`config.mk`:
```
export PLATFORM = sky130hd
export DESIGN_NAME = tec_channel
export DESIGN_NICKNAME = d
export VERILOG_FILES = /design/src/verilog/tec_pkg.sv /design/src/verilog/tec_channel.sv /design/src/verilog/tec_edge_sync.sv
export SDC_FILE = /design/constraint.sdc
export NUM_CORES = 1
export LEC_CHECK = 0
export ABC_AREA = 1
export ABC_CLOCK_PERIOD_IN_PS = 2200
export BUFFER_PORTS_ARGS = -buffer_cell sky130_fd_sc_hd__buf_2
export CAP_MARGIN = 20
export CORE_ASPECT_RATIO = 0.6
export CORE_UTILIZATION = 44
export CTS_BUF_LIST = sky130_fd_sc_hd__clkbuf_2 sky130_fd_sc_hd__clkbuf_4 sky130_fd_sc_hd__clkbuf_8
export CTS_CLUSTER_SIZE = 25
export DETAILED_ROUTE_END_ITERATION = 10
export GPL_TIMING_DRIVEN = 1
export PLACE_DENSITY = 0.74
export SYNTH_ARGS = -nofsm -noshare
export SYNTH_HDL_FRONTEND = slang
export SYNTH_SLANG_ARGS = --single-unit
```
`constraint.sdc`:
```
create_clock -name clk_sys -period 2.2 [get_ports clk_sys]
set_input_delay 0.22 -clock clk_sys [delete_from_list [all_inputs] [get_ports clk_sys]]
set_output_delay 0.22 -clock clk_sys [all_outputs]
set_load 0.01 [all_outputs]
```
`src/verilog/tec_pkg.sv`:
```
// Operation
// - mode comes from control bits 7 and 6
// - run bit 4 high lets counter run, low stops it
// - 8-bit channel divides internal clock by two to the power of prescale field bits 2..0
// - prescale field has no effect with the external pin as clock
// - edge select bit 3 picks pin polarity in event and pulse modes
// - wide channel clocks from sub clock or system clock over four, no prescaler
// - timer mode adds one per prescaled clock while running
// - overflow at full count raises request, reloads preload, keeps counting
// - interrupt enable bit low keeps overflow request off the interrupt line
// - event mode counts pin transitions directly, bypassing the prescaler
// - event mode counts rising edges when select is zero, falling when one
// - event mode counts in power down; overflow there also wakes
// - mode bits both one select pulse width measurement
// - pulse mode run bit only arms; counting starts at first active edge
// - pulse mode, select zero: start on fall, stop and clear run on rise
// - pulse mode, select one: start on rise, stop and clear run on fall
// - hardware clears run only in pulse mode; otherwise software alone
// - after a pulse the count holds and pin edges are ignored until rerun
// - pulse mode starts and stops on pin transitions, not levels
// - counter runs from preload up to FF or FFFF, then overflows
// - preload write when stopped loads counter; when running waits for overflow
// - wide low write buffered until high write; high read latches low byte
package tec_pkg;

   // ==========================================================
   // register offsets
   localparam logic [1:0] ADDR_CTRL   = 2'h0;
   localparam logic [1:0] ADDR_CNT_LO = 2'h1;
   localparam logic [1:0] ADDR_CNT_HI = 2'h2;
   localparam logic [1:0] ADDR_INTC   = 2'h3;

   // ==========================================================
   // field positions and reset values
   localparam int         INTC_EN_BIT   = 0;
   localparam int         INTC_FLAG_BIT = 1;
   localparam int         CLK_SRC_BIT   = 5;
   localparam logic [7:0] CTRL_RESET    = 8'h00;
   localparam logic [7:0] INTC_RESET    = 8'h00;
   localparam logic [15:0] CNT_RESET    = 16'h0000;
   localparam logic [15:0] FULL_NARROW  = 16'h00FF;
   localparam logic [15:0] FULL_WIDE    = 16'hFFFF;

   // ==========================================================
   // timing counts
   localparam int         PSC_STAGES = 7;
   localparam logic [6:0] DIV4_MASK  = 7'h03;

   // ==========================================================
   // types
   typedef enum logic [1:0] {
      MODE_IDLE  = 2'b00,
      MODE_EVENT = 2'b01,
      MODE_TIMER = 2'b10,
      MODE_PULSE = 2'b11
   } tec_mode_t;

   typedef enum logic {
      PW_WAIT    = 1'b0,
      PW_MEASURE = 1'b1
   } tec_pw_t;

   typedef struct packed {
      logic [1:0] mode;
      logic       clk_src;
      logic       run;
      logic       active_edge;
      logic [2:0] psc;
   } tec_ctrl_t;

endpackage : tec_pkg
```
`src/verilog/tec_channel.sv`:
```
// Added by the designer: the strobed register port and the address map.
`timescale 1ns/10ps
`default_nettype none
module tec_channel #(
   parameter bit WIDE = 1'b0
) (
   // clock and reset
   input  wire logic       clk_sys,
   input  wire logic       rstn,
   input  wire logic       ce,
   // register port
   input  wire logic [1:0] addr,
   input  wire logic [7:0] wdata,
   input  wire logic       wr,
   input  wire logic       rd,
   output logic      [7:0] rdata,
   // external pins and system state
   input  wire logic       timer_pin,
   input  wire logic       sub_clock,
   input  wire logic       power_down,
   // events
   output logic            irq,
   output logic            wake_up
);

   // ==========================================================
   // helpers
   function automatic logic sel_edge(input logic pol, input logic r, input logic f);
      sel_edge = pol ? f : r;
   endfunction : sel_edge

   function automatic logic [6:0] psc_mask(input logic [2:0] psc);
      psc_mask = ~(7'h7F << psc);
   endfunction : psc_mask

   // ==========================================================
   // state
   tec_pkg::tec_ctrl_t ctrl_reg;
   tec_pkg::tec_ctrl_t ctrl_next;
   tec_pkg::tec_pw_t   pw_reg;
   tec_pkg::tec_pw_t   pw_next;
   logic [15:0]        count_reg;
   logic [15:0]        count_next;
   logic [15:0]        preload_reg;
   logic [15:0]        preload_next;
   logic [7:0]         lo_wbuf_reg;
   logic [7:0]         lo_rbuf_reg;
   logic [6:0]         psc_reg;
   logic [6:0]         psc_next;
   logic [7:0]         intc_reg;
   logic [7:0]         intc_next;
   logic [7:0]         rdata_reg;
   logic [7:0]         rdata_next;
   logic               wake_reg;

   // ==========================================================
   // pin synchronisers
   logic pin_rise;
   logic pin_fall;
   logic sub_rise;

   tec_edge_sync u_pin_sync (
      .clk_sys  (clk_sys),
      .rstn     (rstn),
      .ce       (ce),
      .async_in (timer_pin),
      .rise     (pin_rise),
      .fall     (pin_fall)
   );

   tec_edge_sync u_sub_sync (
      .clk_sys  (clk_sys),
      .rstn     (rstn),
      .ce       (ce),
      .async_in (sub_clock),
      .rise     (sub_rise),
      .fall     ()
   );

   // ==========================================================
   // address decode
   wire wr_ctrl = wr && (addr == tec_pkg::ADDR_CTRL);
   wire wr_lo   = wr && (addr == tec_pkg::ADDR_CNT_LO);
   wire wr_hi   = wr && (addr == tec_pkg::ADDR_CNT_HI) && WIDE;
   wire wr_intc = wr && (addr == tec_pkg::ADDR_INTC);
   wire rd_hi   = rd && (addr == tec_pkg::ADDR_CNT_HI) && WIDE;

   // ==========================================================
   // mode decode
   tec_pkg::tec_mode_t mode;
   assign mode = tec_pkg::tec_mode_t'(ctrl_reg.mode);

   wire run        = ctrl_reg.run;
   wire is_timer   = (mode == tec_pkg::MODE_TIMER);
   wire is_event   = (mode == tec_pkg::MODE_EVENT);
   wire is_pulse   = (mode == tec_pkg::MODE_PULSE);
   wire measuring  = (pw_reg == tec_pkg::PW_MEASURE);

   // count edge in event mode, which is also the closing edge of a pulse
   wire count_edge = sel_edge(ctrl_reg.active_edge, pin_rise, pin_fall);
   // opening edge of a pulse: falling for select zero, rising for one
   wire start_edge = sel_edge(~ctrl_reg.active_edge, pin_rise, pin_fall);

   // ==========================================================
   // internal clock: prescaler for the narrow channel, sub clock or /4 for the wide
   wire       psc_active = run && (is_timer || (is_pulse && measuring));
   wire [6:0] mask_narrow = psc_mask(ctrl_reg.psc);
   wire       tick_narrow = ((psc_reg & mask_narrow) == mask_narrow);
   wire       tick_div4   = ((psc_reg & tec_pkg::DIV4_MASK) == tec_pkg::DIV4_MASK);
   wire       tick_wide   = ctrl_reg.clk_src ? sub_rise : tick_div4;
   wire       int_tick    = WIDE ? tick_wide : tick_narrow;

   // prescaler restarts whenever the internal clock is not in use, so a new
   // run gets a full first period, except when the wide channel runs from the sub clock
   assign psc_next = psc_active ? psc_reg + 7'h01 : 7'h00;

   // ==========================================================
   // pulse width state
   wire pw_start = run && is_pulse && !measuring && start_edge;
   wire pw_end   = run && is_pulse && measuring && count_edge;

   always_comb begin
      pw_next = pw_reg;
      if (wr_ctrl) begin
         pw_next = tec_pkg::PW_WAIT;
      end else begin
         unique case (pw_reg)
            tec_pkg::PW_WAIT: begin
               if (pw_start) begin
                  pw_next = tec_pkg::PW_MEASURE;
               end
            end
            tec_pkg::PW_MEASURE: begin
               if (pw_end || !is_pulse || !run) begin
                  pw_next = tec_pkg::PW_WAIT;
               end
            end
         endcase
      end
   end

   // ==========================================================
   // count enable per mode
   logic count_tick;
   always_comb begin
      count_tick = 1'b0;
      if (run) begin
         unique case (mode)
            tec_pkg::MODE_IDLE:  count_tick = 1'b0;
            tec_pkg::MODE_EVENT: count_tick = count_edge;
            tec_pkg::MODE_TIMER: count_tick = int_tick;
            tec_pkg::MODE_PULSE: count_tick = measuring && !pw_end && int_tick;
         endcase
      end
   end

   wire [15:0] full     = WIDE ? tec_pkg::FULL_WIDE : tec_pkg::FULL_NARROW;
   wire        overflow = count_tick && (count_reg == full);

   // ==========================================================
   // preload and counter
   wire        pre_wr  = WIDE ? wr_hi : wr_lo;
   wire [15:0] pre_val = WIDE ? {wdata, lo_wbuf_reg} : {8'h00, wdata};

   assign preload_next = pre_wr ? pre_val : preload_reg;

   always_comb begin
      count_next = count_reg;
      if (pre_wr && !run) begin
         count_next = pre_val;
      end else if (overflow) begin
         count_next = preload_next;
      end else if (count_tick) begin
         count_next = count_reg + 16'h0001;
      end
   end

   // ==========================================================
   // control register
   always_comb begin
      ctrl_next = ctrl_reg;
      if (wr_ctrl) begin
         ctrl_next = tec_pkg::tec_ctrl_t'(wdata);
         if (!WIDE) begin
            ctrl_next.clk_src = 1'b0;
         end
      end else if (pw_end) begin
         ctrl_next.run = 1'b0;
      end
   end

   // ==========================================================
   // interrupt control: enable and sticky request, overflow wins over a clear
   always_comb begin
      intc_next = intc_reg;
      if (wr_intc) begin
         intc_next = wdata & 8'h03;
      end
      if (overflow) begin
         intc_next[tec_pkg::INTC_FLAG_BIT] = 1'b1;
      end
   end

   assign irq = intc_reg[tec_pkg::INTC_FLAG_BIT] & intc_reg[tec_pkg::INTC_EN_BIT];

   // ==========================================================
   // read mux; low byte of the wide channel reads the copy latched on a high read
   wire [7:0] lo_view = WIDE ? lo_rbuf_reg : count_reg[7:0];

   always_comb begin
      rdata_next = 8'h00;
      if (rd) begin
         unique case (addr)
            tec_pkg::ADDR_CTRL:   rdata_next = ctrl_reg;
            tec_pkg::ADDR_CNT_LO: rdata_next = lo_view;
            tec_pkg::ADDR_CNT_HI: rdata_next = count_reg[15:8];
            tec_pkg::ADDR_INTC:   rdata_next = intc_reg;
         endcase
      end
   end

   // ==========================================================
   // registers
   always_ff @(posedge clk_sys or negedge rstn) begin
      if (!rstn) begin
         ctrl_reg    <= tec_pkg::tec_ctrl_t'(tec_pkg::CTRL_RESET);
         pw_reg      <= tec_pkg::PW_WAIT;
         count_reg   <= tec_pkg::CNT_RESET;
         preload_reg <= tec_pkg::CNT_RESET;
         psc_reg     <= 7'h00;
         intc_reg    <= tec_pkg::INTC_RESET;
         rdata_reg   <= 8'h00;
         wake_reg    <= 1'b0;
      end else if (ce) begin
         ctrl_reg    <= ctrl_next;
         pw_reg      <= pw_next;
         count_reg   <= count_next;
         preload_reg <= preload_next;
         psc_reg     <= psc_next;
         intc_reg    <= intc_next;
         rdata_reg   <= rdata_next;
         wake_reg    <= overflow && power_down;
      end
   end

   // byte buffers of the wide channel
   always_ff @(posedge clk_sys or negedge rstn) begin
      if (!rstn) begin
         lo_wbuf_reg <= 8'h00;
         lo_rbuf_reg <= 8'h00;
      end else if (ce) begin
         if (wr_lo && WIDE) begin
            lo_wbuf_reg <= wdata;
         end
         if (rd_hi) begin
            lo_rbuf_reg <= count_reg[7:0];
         end
      end
   end

   assign rdata   = rdata_reg;
   assign wake_up = wake_reg;

endmodule : tec_channel
`default_nettype wire

```
`src/verilog/tec_edge_sync.sv`:
```
`timescale 1ns/10ps
`default_nettype none
module tec_edge_sync (
   // clock and reset
   input  wire logic clk_sys,
   input  wire logic rstn,
   input  wire logic ce,
   // asynchronous input
   input  wire logic async_in,
   // synchronised rising and falling edges
   output logic      rise,
   output logic      fall
);
   logic meta_reg;
   logic sync_reg;
   logic last_reg;

   // ==========================================================
   // two-stage synchroniser, edge taken after the second stage only
   always_ff @(posedge clk_sys or negedge rstn) begin
      if (!rstn) begin
         // start at the pulled-up idle level, so no false rising edge follows reset
         meta_reg <= 1'b1;
         sync_reg <= 1'b1;
         last_reg <= 1'b1;
      end else if (ce) begin
         meta_reg <= async_in;
         sync_reg <= meta_reg;
         last_reg <= sync_reg;
      end
   end

   assign rise = sync_reg & ~last_reg;
   assign fall = ~sync_reg & last_reg;
endmodule : tec_edge_sync
`default_nettype wire

```
# Word-level counts from Yosys, hierarchy flattened
# Index checks and enable logic that the tools add are counted.
op_classes:
  mux: 19
  eq_ne: 8
  shifts: 1
  n_reduce_logical: 32
  bitwise: 8
  n_addsub: 2
ops:
  columns: ["operator", "count"]
  rows:
  - ["$mux 16", 4]
  - ["$pmux 8 s4", 1]
  - ["$add 16x1->16 const B", 1]
  - ["$eq 16x8->1 const B", 1]
  - ["$logic_and 1x1->1", 15]
  - ["$reduce_and 2->1", 5]
  - ["$mux 1", 9]
  - ["$eq 2x2->1 const B", 4]
  - ["$mux 8", 1]
  - ["$add 7x1->7 const B", 1]
  - ["$and 7x7->7", 1]
  - ["$eq 7x7->1", 1]
  - ["$mux 7", 1]
  - ["$not 7->7", 1]
  - ["$shl 7x3->7 const A", 1]
  - ["$eq 2x1->1 const B", 2]
  - ["$logic_not 1->1", 4]
  - ["$logic_not 2->1", 2]
  - ["$pmux 1 s4", 1]
  - ["$reduce_bool 2->1", 2]
  - ["$and 1x1->1", 3]
  - ["$logic_or 1x1->1", 3]
  - ["$not 1->1", 3]
  - ["$reduce_bool 3->1", 1]
  - ["other kinds (2)", 2]
word_totals:
  in_bits: 18
  reg_bits: 61
  out_inout_bits: 10

# Longest topological paths before layout
# Gate-level depths: netlist of run 1.
depth:
  depth_word: 12
  ltp_mapped: 14

# By module
# A second synthesis of run 1 with hierarchy kept.
unflattened:
  hier_cells: 447
  area_unflattened_um2: 3385.7
by_module_without_submodules:
  columns: ["module", "n_inst", "seq_area_each_um2", "area_each_um2", "cells_per_inst"]
  rows:
  - ["tec_channel", 1, 1451.4, 3254.4, 430]
  - ["tec_edge_sync", 1, 78.8, 131.4, 17]

# Least setup slack after synthesis of run 1
# No wires, ideal clock.
synth_path:
  path_type: "flip-flop to flip-flop"
  from: "register count_reg[0]"
  to: "register count_reg[0]"
  arrival_ns: 1.754
  setup_slack_ns: 0.369
  path_stages_with_launch: 11
  setup_time_ns: 0.077
  n_path_buf: 1
  period_less_slack_ns: 1.831
  cell_sequence: "dfrtp_1 -> ha_1 -> nand2_1 -> nor3_4 -> nand3_2 -> nor3_4 -> nand3_4 -> buf_6 -> nand2_1 -> nand3_1 -> a21oi_1"
synth_via:
  elab_chain_cells: 4
synth_lines:
  columns: ["element", "line", "rtl"]
  rows:
  - ["start: declaration", "tec_channel.sv:42", "logic [15:0] count_reg;"]
  - ["start signal: assignment", "tec_channel.sv:228", "count_reg <= tec_pkg::CNT_RESET;"]
  - ["start signal: assignment", "tec_channel.sv:237", "count_reg <= count_next;"]
  - ["$add 16x1->16 or $eq 16x8->1 (tied branches)", "tec_channel.sv:174, tec_channel.sv:158", null]
  - ["$mux 16 or $logic_and 1x1->1 (tied branches)", "tec_channel.sv:173, tec_channel.sv:158", null]
  - ["$mux 16 or $reduce_bool 3->1 (tied branches)", null, null]
  - ["$mux 16 or $reduce_and 2->1 (tied branches)", null, null]
# Parallel ways exist; a longest one is shown, timed or not. The select of a mux whose other input is x is not followed.
# A chain may end at the register's enable or synchronous reset.

# Final worst setup path of run 1
layout_path:
  from: "register u_pin_sync.sync_reg"
  to: "register count_reg[7]"
layout_via:
  elab_chain_cells: 12
layout_lines:
  columns: ["element", "line", "rtl"]
  rows:
  - ["start: declaration", "tec_edge_sync.sv:15", "logic sync_reg;"]
  - ["start signal: assignment", "tec_edge_sync.sv:28", "sync_reg <= meta_reg;"]
  - ["$not 1->1", "tec_edge_sync.sv:34", "assign fall = ~sync_reg & last_reg;"]
  - ["$and 1x1->1", "tec_edge_sync.sv:34", null]
  - ["$mux 1 *", "tec_channel.sv:29", "sel_edge = pol ? f : r;"]
  - ["$logic_and 1x1->1", "tec_channel.sv:120", "wire pw_end = run && is_pulse && measuring && count_edge;"]
  - ["$logic_not 1->1", "tec_channel.sv:152", "tec_pkg::MODE_PULSE: count_tick = measuring && !pw_end && int_tick;"]
  - ["$logic_and 1x1->1 (2 in a row)", "tec_channel.sv:152", null]
  - ["$pmux 1 s4 *", "tec_channel.sv:148", "unique case (mode)"]
  - ["$mux 1 *", "tec_channel.sv:147", "if (run) begin"]
  - ["$logic_and 1x1->1", "tec_channel.sv:158", "wire overflow = count_tick && (count_reg == full);"]
  - ["$reduce_bool 3->1 (no source line) or $mux 16 (tied branches)", null, null]
  - ["$reduce_and 2->1 (no source line) or $mux 16 (tied branches)", null, null]
# Mark *: on every way between the ends. The rest lies on a longest branch, timed or not.

==> results.txt, run 1 <==
share of layout cells above drive strength 1: 16.2%
Pre-Repair DR Iteration Count: 6
IO Count: 28
most frequent standard cell in the layout excluding fill and tap cells: nand2_1
Slew HR: 60.9%
most used cells in the layout excluding fill and tap cells: 114 x nand2_1, 57 x dfrtp_1, 53 x inv_1, 50 x nor2_1, 37 x o21ai_0
minimum period implied by the final worst setup slack: 2080 ps
Design Power: 3.63 mW
number of buffers created by CTS: 9
area taken by flip-flops and latches: 1530 um^2
Critical Path Start Type: flop
post-route antenna net violation count: 0
cell repeated most along the worst path: nand2_1
combinational share of power: 27.8%
Worst Setup Slack post-DPL: 23.8 ps
Max Slew Vio Count: 0
master cell of the clock root buffer: clkbuf_8
signed area change from the synthesized netlist to the final layout: 18.6%
Ant. Diodes: 0
Std-Cell Core Area: 7360 um^2
clock skew after layout: 7.60 ps
clock net sink count: 61
Gate Count Post-Synth: 447
pin count of the biggest net entering global routing: 39
sequential-to-total area share from yosys stat: 45.1%
count of nets after finishing: 514
required time worst endpoint: 2430 ps
count of endpoints failing hold in the final timing report: 0
Final period util: 94.7%
reported net switching power: 1.23 mW
antenna violations before repair: 0
largest driver fanout on the critical path: 9
sum of net half-perimeters after detailed placement: 6.59 mm
global placement routability congestion: 0.942
status: completed
H-Tree Level Count: 3
via count: 3244
total congestion overflow: 0
Die Outline Area: 8070 um^2
internal power consumption: 2.40 mW
max capacitance violation total: 0
source-to-sink clock delay at the later pin of the worst-skew pair: 350 ps
Hold WC Path Type: in -> reg
areal power density over the cells: 904 nW/um^2
die width: 115 um
Switching Fraction: 33.9%
transition time at the pin with the least slew margin: 587 ps
initial core utilization: 46.1%
row count: 24
part of the total power dissipated in sequential elements: 40.8%
Cell Area, Synth: 3390 um^2
worst setup margin: 116 ps
net count after synthesis: 467
filler cell count in the final layout: 714
flops & latches, synth: 61
clock transition at the registers of the reported paths: 60 ps
average routed wire per standard cell: 15.1 um
clock tree from TritonCTS: done
Highest Clock Rate: 480 MHz
number of warnings reported in the yosys synthesis log: 0
element type at the critical path end: flop
setup TNS after final layout: 0 ps
Critical Path Slowest Stage Cell: dfstp_2
per-instance average area after synthesis: 7.58 um^2
overall die height: 70.0 um
number of global-route vias before repair: 2994
Setup violations, final: 0
number of instances on the worst hold path: 3
final wirelength: 9.11 mm
r2r worst-path depth: 12
vias per std cell: 5.38
cells along the critical path: nand2_1 -> o21ai_1 -> nand2_1 -> nand2_1 -> nand2_1 -> nand2_1 -> nand2_4 -> nand2_1 -> nand2_4 -> buf_4 -> a21oi_1 -> a21oi_1
maximum clock insertion buffer count: 2
setup repair after global routing missed its margin: no
first-pass GRT wire length: 14.8 mm
combined area of the multi-input logic cells: 1620 um^2
detailed router's first-iteration violation count: 325
number of distinct standard cells referenced by the synthesized netlist: 36
worst stage delay on the critical path: 560 ps
Remaining DRCs: 0
Peak supply drop: 0.529 mV
GRT Util Overall: 24.7%
clock share of power: 31.4%
leakage power: 1.98 nW
Worst Path Class, Setup: reg -> reg
count of input and output buffers: 26
critical path arrival: 2320 ps
-- path summary, 6_finish.rpt --
| kind | slack, ps | end | startpoint |
|---|---|---|---|
| setup / recovery | 120 | count_reg[7]$_DFFE_PN0P_ | u_pin_sync.sync_reg$_DFFE_PN1P_ |
| hold / removal | 60 | u_pin_sync.meta_reg$_DFFE_PN1P_ | timer_pin |
| setup reg to reg | 120 | count_reg[7]$_DFFE_PN0P_ | u_pin_sync.sync_reg$_DFFE_PN1P_ |
| hold reg to reg | 470 | u_pin_sync.meta_reg$_DFFE_PN1P_ | u_pin_sync.meta_reg$_DFFE_PN1P_ |
| max in group asynchronous | 1120 | u_pin_sync.sync_reg$_DFFE_PN1P_ | rstn |
| min in group asynchronous | 400 | preload_reg[4]$_DFFE_PN0P_ | rstn |
-- per-layer routing --
layer | vias up | GRT usage, % | routed length (um)
met5 | - | 0 | 0
met4 | 0 | 7.50 | 78
met3 | 11 | 8.42 | 1010
met2 | 174 | 32.5 | 3620
met1 | 1499 | 37.3 | 4400
li1 | 1560 | - | -
-- power groups by stage --
| stage | combinational, mW | sequential (mW) | clock (mW) |
|---|---|---|---|
| 3_5_place_dp | 0.962 | 1.49 | 0 |
| 5_1_grt | 1.13 | 1.50 | 1.22 |
| 2_1_floorplan | 0.630 | 1.47 | 0 |
| 6_report | 1.01 | 1.48 | 1.14 |
| 3_3_place_gp | 0.931 | 1.48 | 0 |
| 4_1_cts | 0.976 | 1.47 | 1.16 |
-- synthesized netlist by cell type, drive strengths merged --
cell type	count	share of area, %
nand2	118	14
dfrtp	58	43
inv	55	6.1
nor2	52	5.8
o21ai	45	6.6
a21oi	24	3.7
nand3	23	4.1
xor2	14	3.6
nand4	13	2.4
clkbuf	7	0.78
nor3	7	1.7
o22ai	6	1.1
a221oi	4	1.0
buf	4	1.1
dfstp	3	2.3
o211ai	3	0.66
ha	2	0.74
a22o	1	0.26
a31oi	1	0.18
clkinv	1	0.11
nor3b	1	0.22
nor4	1	0.18
o221ai	1	0.26
o41ai	1	0.26
or2	1	0.18
xnor2	1	0.26
-- per-stage QoR --
stage          hold WS, ps  cell area, um^2  utilization, %  std cells
6_report              64.3             4020            54.6        603
5_1_grt               57.1             4020            54.6        603
4_1_cts               52.6             3970            53.9        600
3_5_place_dp           255             3730            50.6        583
3_3_place_gp           252             3730            50.6        583
2_1_floorplan        -75.6             3390               -        447
-- final cells by class --
class,instances,share of cell area [%]
multi-input cells,320,40.4
clock inverters,4,1.74
flip-flops and latches,61,38.1
repair buffers,46,7.35
inverters,56,5.23
well taps,104,3.24
clock buffers,12,3.95
-- critical path: cells and delay by family, from the launching register on --
kind,cells,cell delay [ps]
AOI/OAI and AO/OA,3,430
buffers and inverters,1,180
DFF,1,560
and+or+nand+nor,8,800
-- kinds of logic (layout without fill, tap and decap cells) --
logic type | after synthesis | in the layout | synth area share [%]
and+or+nand+nor | 216 | 217 | 28.1
AOI/OAI and AO/OA | 86 | 86 | 14.1
buffers and inverters | 67 | 118 | 8.08
DFF | 61 | 61 | 45.1
xor gates and xnor gates | 15 | 15 | 3.88
adders and majority gates | 2 | 2 | 0.738
-- repair_timing --
action | CTS | global route
hold buffers | 1 | 0
endpoints found under the hold margin | 23 | 0
setup endpoints to repair | 0 | 16
buffers inserted | 0 | 2
resized for setup | 0 | 6
No activity file was read; power rests on OpenSTA's default activity.
==> run 2, diff against run 1 <==
Settings changed: ABC_CLOCK_PERIOD_IN_PS 2200 to 1700, PLACE_DENSITY 0.74 to 0.76.
Clock period 2.2 ns to 1.7 ns, I/O delays scaled along.
==> results.txt, run 2 (synthesized netlist as in run 1, its figures left out) <==
Post-Layout Cell Count: 640
vias per std cell: 5.37
row count: 24
master cell of the clock root buffer: clkbuf_8
minimum period implied by the final worst setup slack: 1870 ps
status: finished with violations
Worst Path Class, Setup: reg -> reg
Ant. Diodes: 0
first-pass GRT wire length: 15.4 mm
post-route antenna net violation count: 0
number of buffers created by CTS: 9
Hold WC Path Type: in -> reg
cell family with the largest share of critical-path delay: simple AND/OR/NAND/NOR gates
origin of the critical flop-to-flop path: u_pin_sync.sync_reg$_DFFE_PN1P_
overall die height: 70.0 um
Highest Clock Rate: 535 MHz
hold endpoint: u_pin_sync.meta_reg$_DFFE_PN1P_
clock net sink count: 61
transition time at the pin with the least slew margin: 440 ps
Max Slew Vio Count: 0
final wirelength: 9.84 mm
count of nets after finishing: 551
most used cells in the layout excluding fill and tap cells: 102 x nand2_1, 58 x dfrtp_1, 51 x inv_1, 49 x buf_4, 41 x nor2_1
part of the total power dissipated in sequential elements: 37.0%
most frequent standard cell in the layout excluding fill and tap cells: nand2_1
share of layout cells above drive strength 1: 31.5%
H-Tree Level Count: 3
internal power consumption: 3.29 mW
worst stage delay on the critical path: 560 ps
number of global-route vias before repair: 3115
global placement routability congestion: 0.947
number of instances on the worst hold path: 3
pin count of the biggest net entering global routing: 34
Std-Cell Core Area: 7360 um^2
violated checks: negative setup slack
signed area change from the synthesized netlist to the final layout: 33.8%
clock skew after layout: 11.0 ps
r2r worst-path depth: 12
initial core utilization: 46.1%
Cell Count Post-Placement: 620
total congestion overflow: 0
Critical Path Start Type: flop
critical path arrival: 2110 ps
Die Outline Area: 8070 um^2
Critical Path Slowest Stage Cell: dfstp_2
count of endpoints failing hold in the final timing report: 0
cells along the critical path: nand2_2 -> o21ai_2 -> nand2_1 -> nand2_1 -> nand2_1 -> nand2_2 -> nand2_4 -> nand2_4 -> nand2_8 -> buf_6 -> a21oi_1 -> a21oi_2
clock share of power: 26.6%
Design Power: 5.15 mW
worst reg2reg path endpoint: count_reg[1]$_DFFE_PN0P_
Pre-Repair DR Iteration Count: 5
reported net switching power: 1.86 mW
Setup violations, final: 17
sum of net half-perimeters after detailed placement: 7.00 mm
setup repair after global routing missed its margin: yes
via count: 3437
GRT Util Overall: 25.7%
Worst Setup Slack post-DPL: -195 ps
maximum clock insertion buffer count: 2
antenna violations before repair: 0
leakage power: 2.22 nW
hold path startpoint: timer_pin
areal power density over the cells: 1130 nW/um^2
setup slack, reg-to-reg: -170 ps
Final period util: 110%
IO Count: 28
worst setup margin: -169 ps
average routed wire per standard cell: 15.4 um
count of input and output buffers: 26
Slew HR: 70.7%
cell repeated most along the worst path: nand2_1
clock tree from TritonCTS: done
Peak supply drop: 0.676 mV
largest driver fanout on the critical path: 7
detailed router's first-iteration violation count: 314
Switching Fraction: 36.2%
clock transition at the registers of the reported paths: 70 ps
max capacitance violation total: 0
die width: 115 um
required time worst endpoint: 1940 ps
combinational share of power: 36.4%
source-to-sink clock delay at the later pin of the worst-skew pair: 350 ps
element type at the critical path end: flop
Remaining DRCs: 0
Crit path buffers/inverters: 1
run 2: changes by cell type in the layout (fill, tap and decap cells not counted), moves of 4 or more:
cell | before | now
buf_4 | 18 | 49
a21oi_1 | 23 | 9
a21oi_2 | 1 | 13
nand2_1 | 114 | 102
nand3_1 | 20 | 10
nand2_2 | 1 | 10
nand3_2 | 2 | 11
nor2_1 | 50 | 41
buf_6 | 0 | 6
nor2_2 | 2 | 7
nor2_4 | 0 | 4
run 2: how the worst max path moves through the flow:
| stage | from | end | slack [ps] | depth (start not counted) |
|---|---|---|---|---|
| after floorplan | count_reg[0]$_DFFE_PN0P_ | count_reg[0]$_DFFE_PN0P_ | -110 | 10 |
| after global placement | ctrl_reg[1]$_DFFE_PN0P_ | count_reg[3]$_DFFE_PN0P_ | -100 | 12 |
| after detailed placement | u_pin_sync.sync_reg$_DFFE_PN1P_ | count_reg[7]$_DFFE_PN0P_ | -200 | 12 |
| after CTS | count_reg[1]$_DFFE_PN0P_ | count_reg[11]$_DFFE_PN0P_ | -70 | 10 |
| after global routing | count_reg[1]$_DFFE_PN0P_ | count_reg[1]$_DFFE_PN0P_ | -250 | 10 |
| final | u_pin_sync.sync_reg$_DFFE_PN1P_ | count_reg[1]$_DFFE_PN0P_ | -170 | 12 |
run 2: area by class of cell:
class | instances | area [um^2]
fill | 641 | 2820
multi-input combinational | 320 | 1860
sequential | 61 | 1530
timing repair buffer | 83 | 596
inverter | 56 | 210
clock buffer | 15 | 181
tap | 104 | 130
clock inverter | 1 | 30.0
run 2: what timing repair did:
action | CTS | global route
pin swaps | 8 | 12
gates cloned | 1 | 0
buffers inserted | 1 | 2
endpoints found under the hold margin | 11 | 0
hold buffers | 1 | 0
gates resized for setup | 33 | 36
setup endpoints to repair | 17 | 18
run 2: routing by layer:
| layer | track usage, % | up-vias | part of all wire (%) |
|---|---|---|---|
| li1 | - | 1631 | - |
| met1 | 38.8 | 1623 | 48 |
| met2 | 34.9 | 167 | 42 |
| met3 | 7.73 | 16 | 8.8 |
| met4 | 7.79 | 0 | 1.1 |
| met5 | 0 | - | 0 |
run 2: stage by stage:
step           cell area, um^2  util, %  TNS [ps]  hold WS, ps
2_1_floorplan             3400        -     -1230         -126
3_3_place_gp              4020     54.6     -1040         97.3
3_5_place_dp              4020     54.6     -2530         95.3
4_1_cts                   4390     59.6      -759         9.57
5_1_grt                   4540     61.6     -3140         23.8
6_report                  4540     61.6     -1540         26.6
run 2: power groups by stage:
stage | logic, mW | registers [mW] | clock network, mW
after floorplan | 0.829 | 1.90 | 0
after global placement | 1.45 | 1.88 | 0
after detailed placement | 1.48 | 1.90 | 0
after CTS | 1.58 | 1.88 | 1.40
after global routing | 2.02 | 1.92 | 1.45
final | 1.88 | 1.90 | 1.37
run 2: worst register-to-register path, stage by stage (launching register included):
cell and delay [ps]:
dfstp_2 560, nand2_2 70, o21ai_2 160, nand2_1 90, nand2_1 70, nand2_1 60, nand2_2 80, nand2_4 80
nand2_4 90, nand2_8 100, buf_6 150, a21oi_1 190, a21oi_2 60
==> run 3, diff against run 2 <==
Settings changed: BUFFER_PORTS_ARGS -buffer_cell sky130_fd_sc_hd__buf_2 to -buffer_cell sky130_fd_sc_hd__buf_4, CELL_PAD_IN_SITES_DETAIL_PLACEMENT set to 0, CELL_PAD_IN_SITES_GLOBAL_PLACEMENT set to 2, CORE_UTILIZATION 44 to 33, PLACE_DENSITY 0.76 to 0.91.
==> results.txt, run 3 (synthesized netlist as in run 1, its figures left out) <==
clock share of power: 27.3%
first-pass GRT wire length: 17.3 mm
share of layout cells above drive strength 1: 30.4%
Die Outline Area: 10700 um^2
internal power consumption: 3.35 mW
maximum clock insertion buffer count: 2
Switching Fraction: 35.6%
most used cells in the layout excluding fill and tap cells: 104 x nand2_1, 95 x buf_4, 58 x dfrtp_1, 49 x inv_1, 46 x nor2_1
count of nets after finishing: 571
clock tree from TritonCTS: done
Slew HR: 70.5%
combinational share of power: 36.5%
row count: 28
clock skew after layout: 8.71 ps
Setup violations, final: 18
launch point of the worst path: count_reg[1]$_DFFE_PN0P_
largest driver fanout on the critical path: 6
Cell Count Post-Placement: 661
sum of net half-perimeters after detailed placement: 7.61 mm
transition time at the pin with the least slew margin: 443 ps
most frequent standard cell in the layout excluding fill and tap cells: nand2_1
setup TNS after final layout: -3380 ps
Ant. Diodes: 0
endpoint of the most critical setup path: count_reg[8]$_DFFE_PN0P_
GRT Util Overall: 21.7%
H-Tree Level Count: 3
average routed wire per standard cell: 15.4 um
leakage power: 2.31 nW
setup repair after global routing missed its margin: yes
source-to-sink clock delay at the later pin of the worst-skew pair: 360 ps
Worst Path Class, Setup: reg -> reg
minimum period implied by the final worst setup slack: 1940 ps
master cell of the clock root buffer: clkbuf_8
Max Slew Vio Count: 0
Final period util: 114%
Std-Cell Core Area: 9910 um^2
status: finished with violations
pin count of the biggest net entering global routing: 35
count of input and output buffers: 26
Hold WC Path Type: in -> reg
r2r worst-path depth: 11
Remaining DRCs: 0
worst setup margin: -235 ps
max capacitance violation total: 0
global placement routability congestion: 0.888
overall die height: 80.5 um
worst reg2reg path endpoint: count_reg[8]$_DFFE_PN0P_
signed area change from the synthesized netlist to the final layout: 38.9%
tightest hold margin: 18.3 ps
part of the total power dissipated in sequential elements: 36.2%
vias per std cell: 4.99
areal power density over the cells: 1110 nW/um^2
setup slack, reg-to-reg: -240 ps
required time worst endpoint: 1950 ps
reported net switching power: 1.85 mW
IO Count: 28
post-route antenna net violation count: 0
clock transition at the registers of the reported paths: 80 ps
number of buffers created by CTS: 9
violated checks: negative setup slack
initial core utilization: 34.2%
Peak supply drop: 0.458 mV
Critical Path Start Type: flop
die width: 133 um
final wirelength: 10.6 mm
count of endpoints failing hold in the final timing report: 0
total congestion overflow: 0
Post-Layout Cell Count: 691
Final Core Density: 47.5%
critical path arrival: 2180 ps
element type at the critical path end: flop
Highest Clock Rate: 517 MHz
via count: 3450
origin of the critical flop-to-flop path: count_reg[1]$_DFFE_PN0P_
antenna violations before repair: 0
Pre-Repair DR Iteration Count: 5
detailed router's first-iteration violation count: 327
number of global-route vias before repair: 3204
clock net sink count: 61
[run 3: worst min path at each step]
stage	startpoint	end	slack [ps]	cells past startpoint
global placement	rstn	preload_reg[2]$_DFFE_PN0P_	130	1
detailed placement	rstn	preload_reg[2]$_DFFE_PN0P_	150	1
global route	timer_pin	u_pin_sync.meta_reg$_DFFE_PN1P_	10	3
finish	timer_pin	u_pin_sync.meta_reg$_DFFE_PN1P_	20	3
CTS	timer_pin	u_pin_sync.meta_reg$_DFFE_PN1P_	0.1	3
floorplan	rstn	count_reg[0]$_DFFE_PN0P_	-130	0
[run 3: critical path, stage by stage, from the launching register on]
cell and delay, ps:
dfrtp_1 400, ha_2 200, nand2_2 70, nor3_4 160
nand3_2 150, nor3_4 230, nand3_4 170, buf_4 190
inv_4 50, nand2_2 60, nand2_1 70, o21ai_2 60
[run 3: cell type report]
| cell class | count | area, um^2 |
|---|---|---|
| clock buffers | 13 | 173 |
| fillers | 982 | 5210 |
| well taps | 135 | 169 |
| flip-flops and latches | 61 | 1530 |
| clock inverters | 3 | 42.5 |
| inverters | 56 | 213 |
| multi-input cells | 321 | 1770 |
| repair buffers | 102 | 808 |
[run 3: stage by stage]
step | setup slack (ps) | total power [mW] | area [um^2]
floorplan | -115 | 2.73 | 3400
global placement | -220 | 3.50 | 4210
detailed placement | -213 | 3.52 | 4210
CTS | -141 | 5.10 | 4630
global route | -295 | 5.50 | 4710
finish | -235 | 5.20 | 4710
[run 3: routing by layer]
| layer | up-vias | part of all wire, % | GRT usage, % |
|---|---|---|---|
| li1 | 1681 | - | - |
| met1 | 1630 | 53 | 33.5 |
| met2 | 123 | 38 | 28.5 |
| met3 | 16 | 7.8 | 5.43 |
| met4 | 0 | 1.1 | 6.55 |
| met5 | - | 0 | 0 |
[run 3: repair_timing]
| item | CTS | global route |
|---|---|---|
| pin swaps | 7 | 5 |
| buffers inserted | 9 | 4 |
| setup endpoints to repair | 18 | 20 |
| hold endpoints to repair | 27 | 0 |
| hold buffers | 1 | 0 |
| resized for setup | 26 | 19 |
| gates cloned | 2 | 0 |
[run 3: power groups by stage]
stage	Combinational [mW]	Sequential [mW]	Clock [mW]
after floorplan	0.829	1.90	0
after global placement	1.62	1.89	0
after detailed placement	1.63	1.89	0
after CTS	1.79	1.87	1.45
after global routing	2.09	1.91	1.50
final	1.90	1.88	1.42
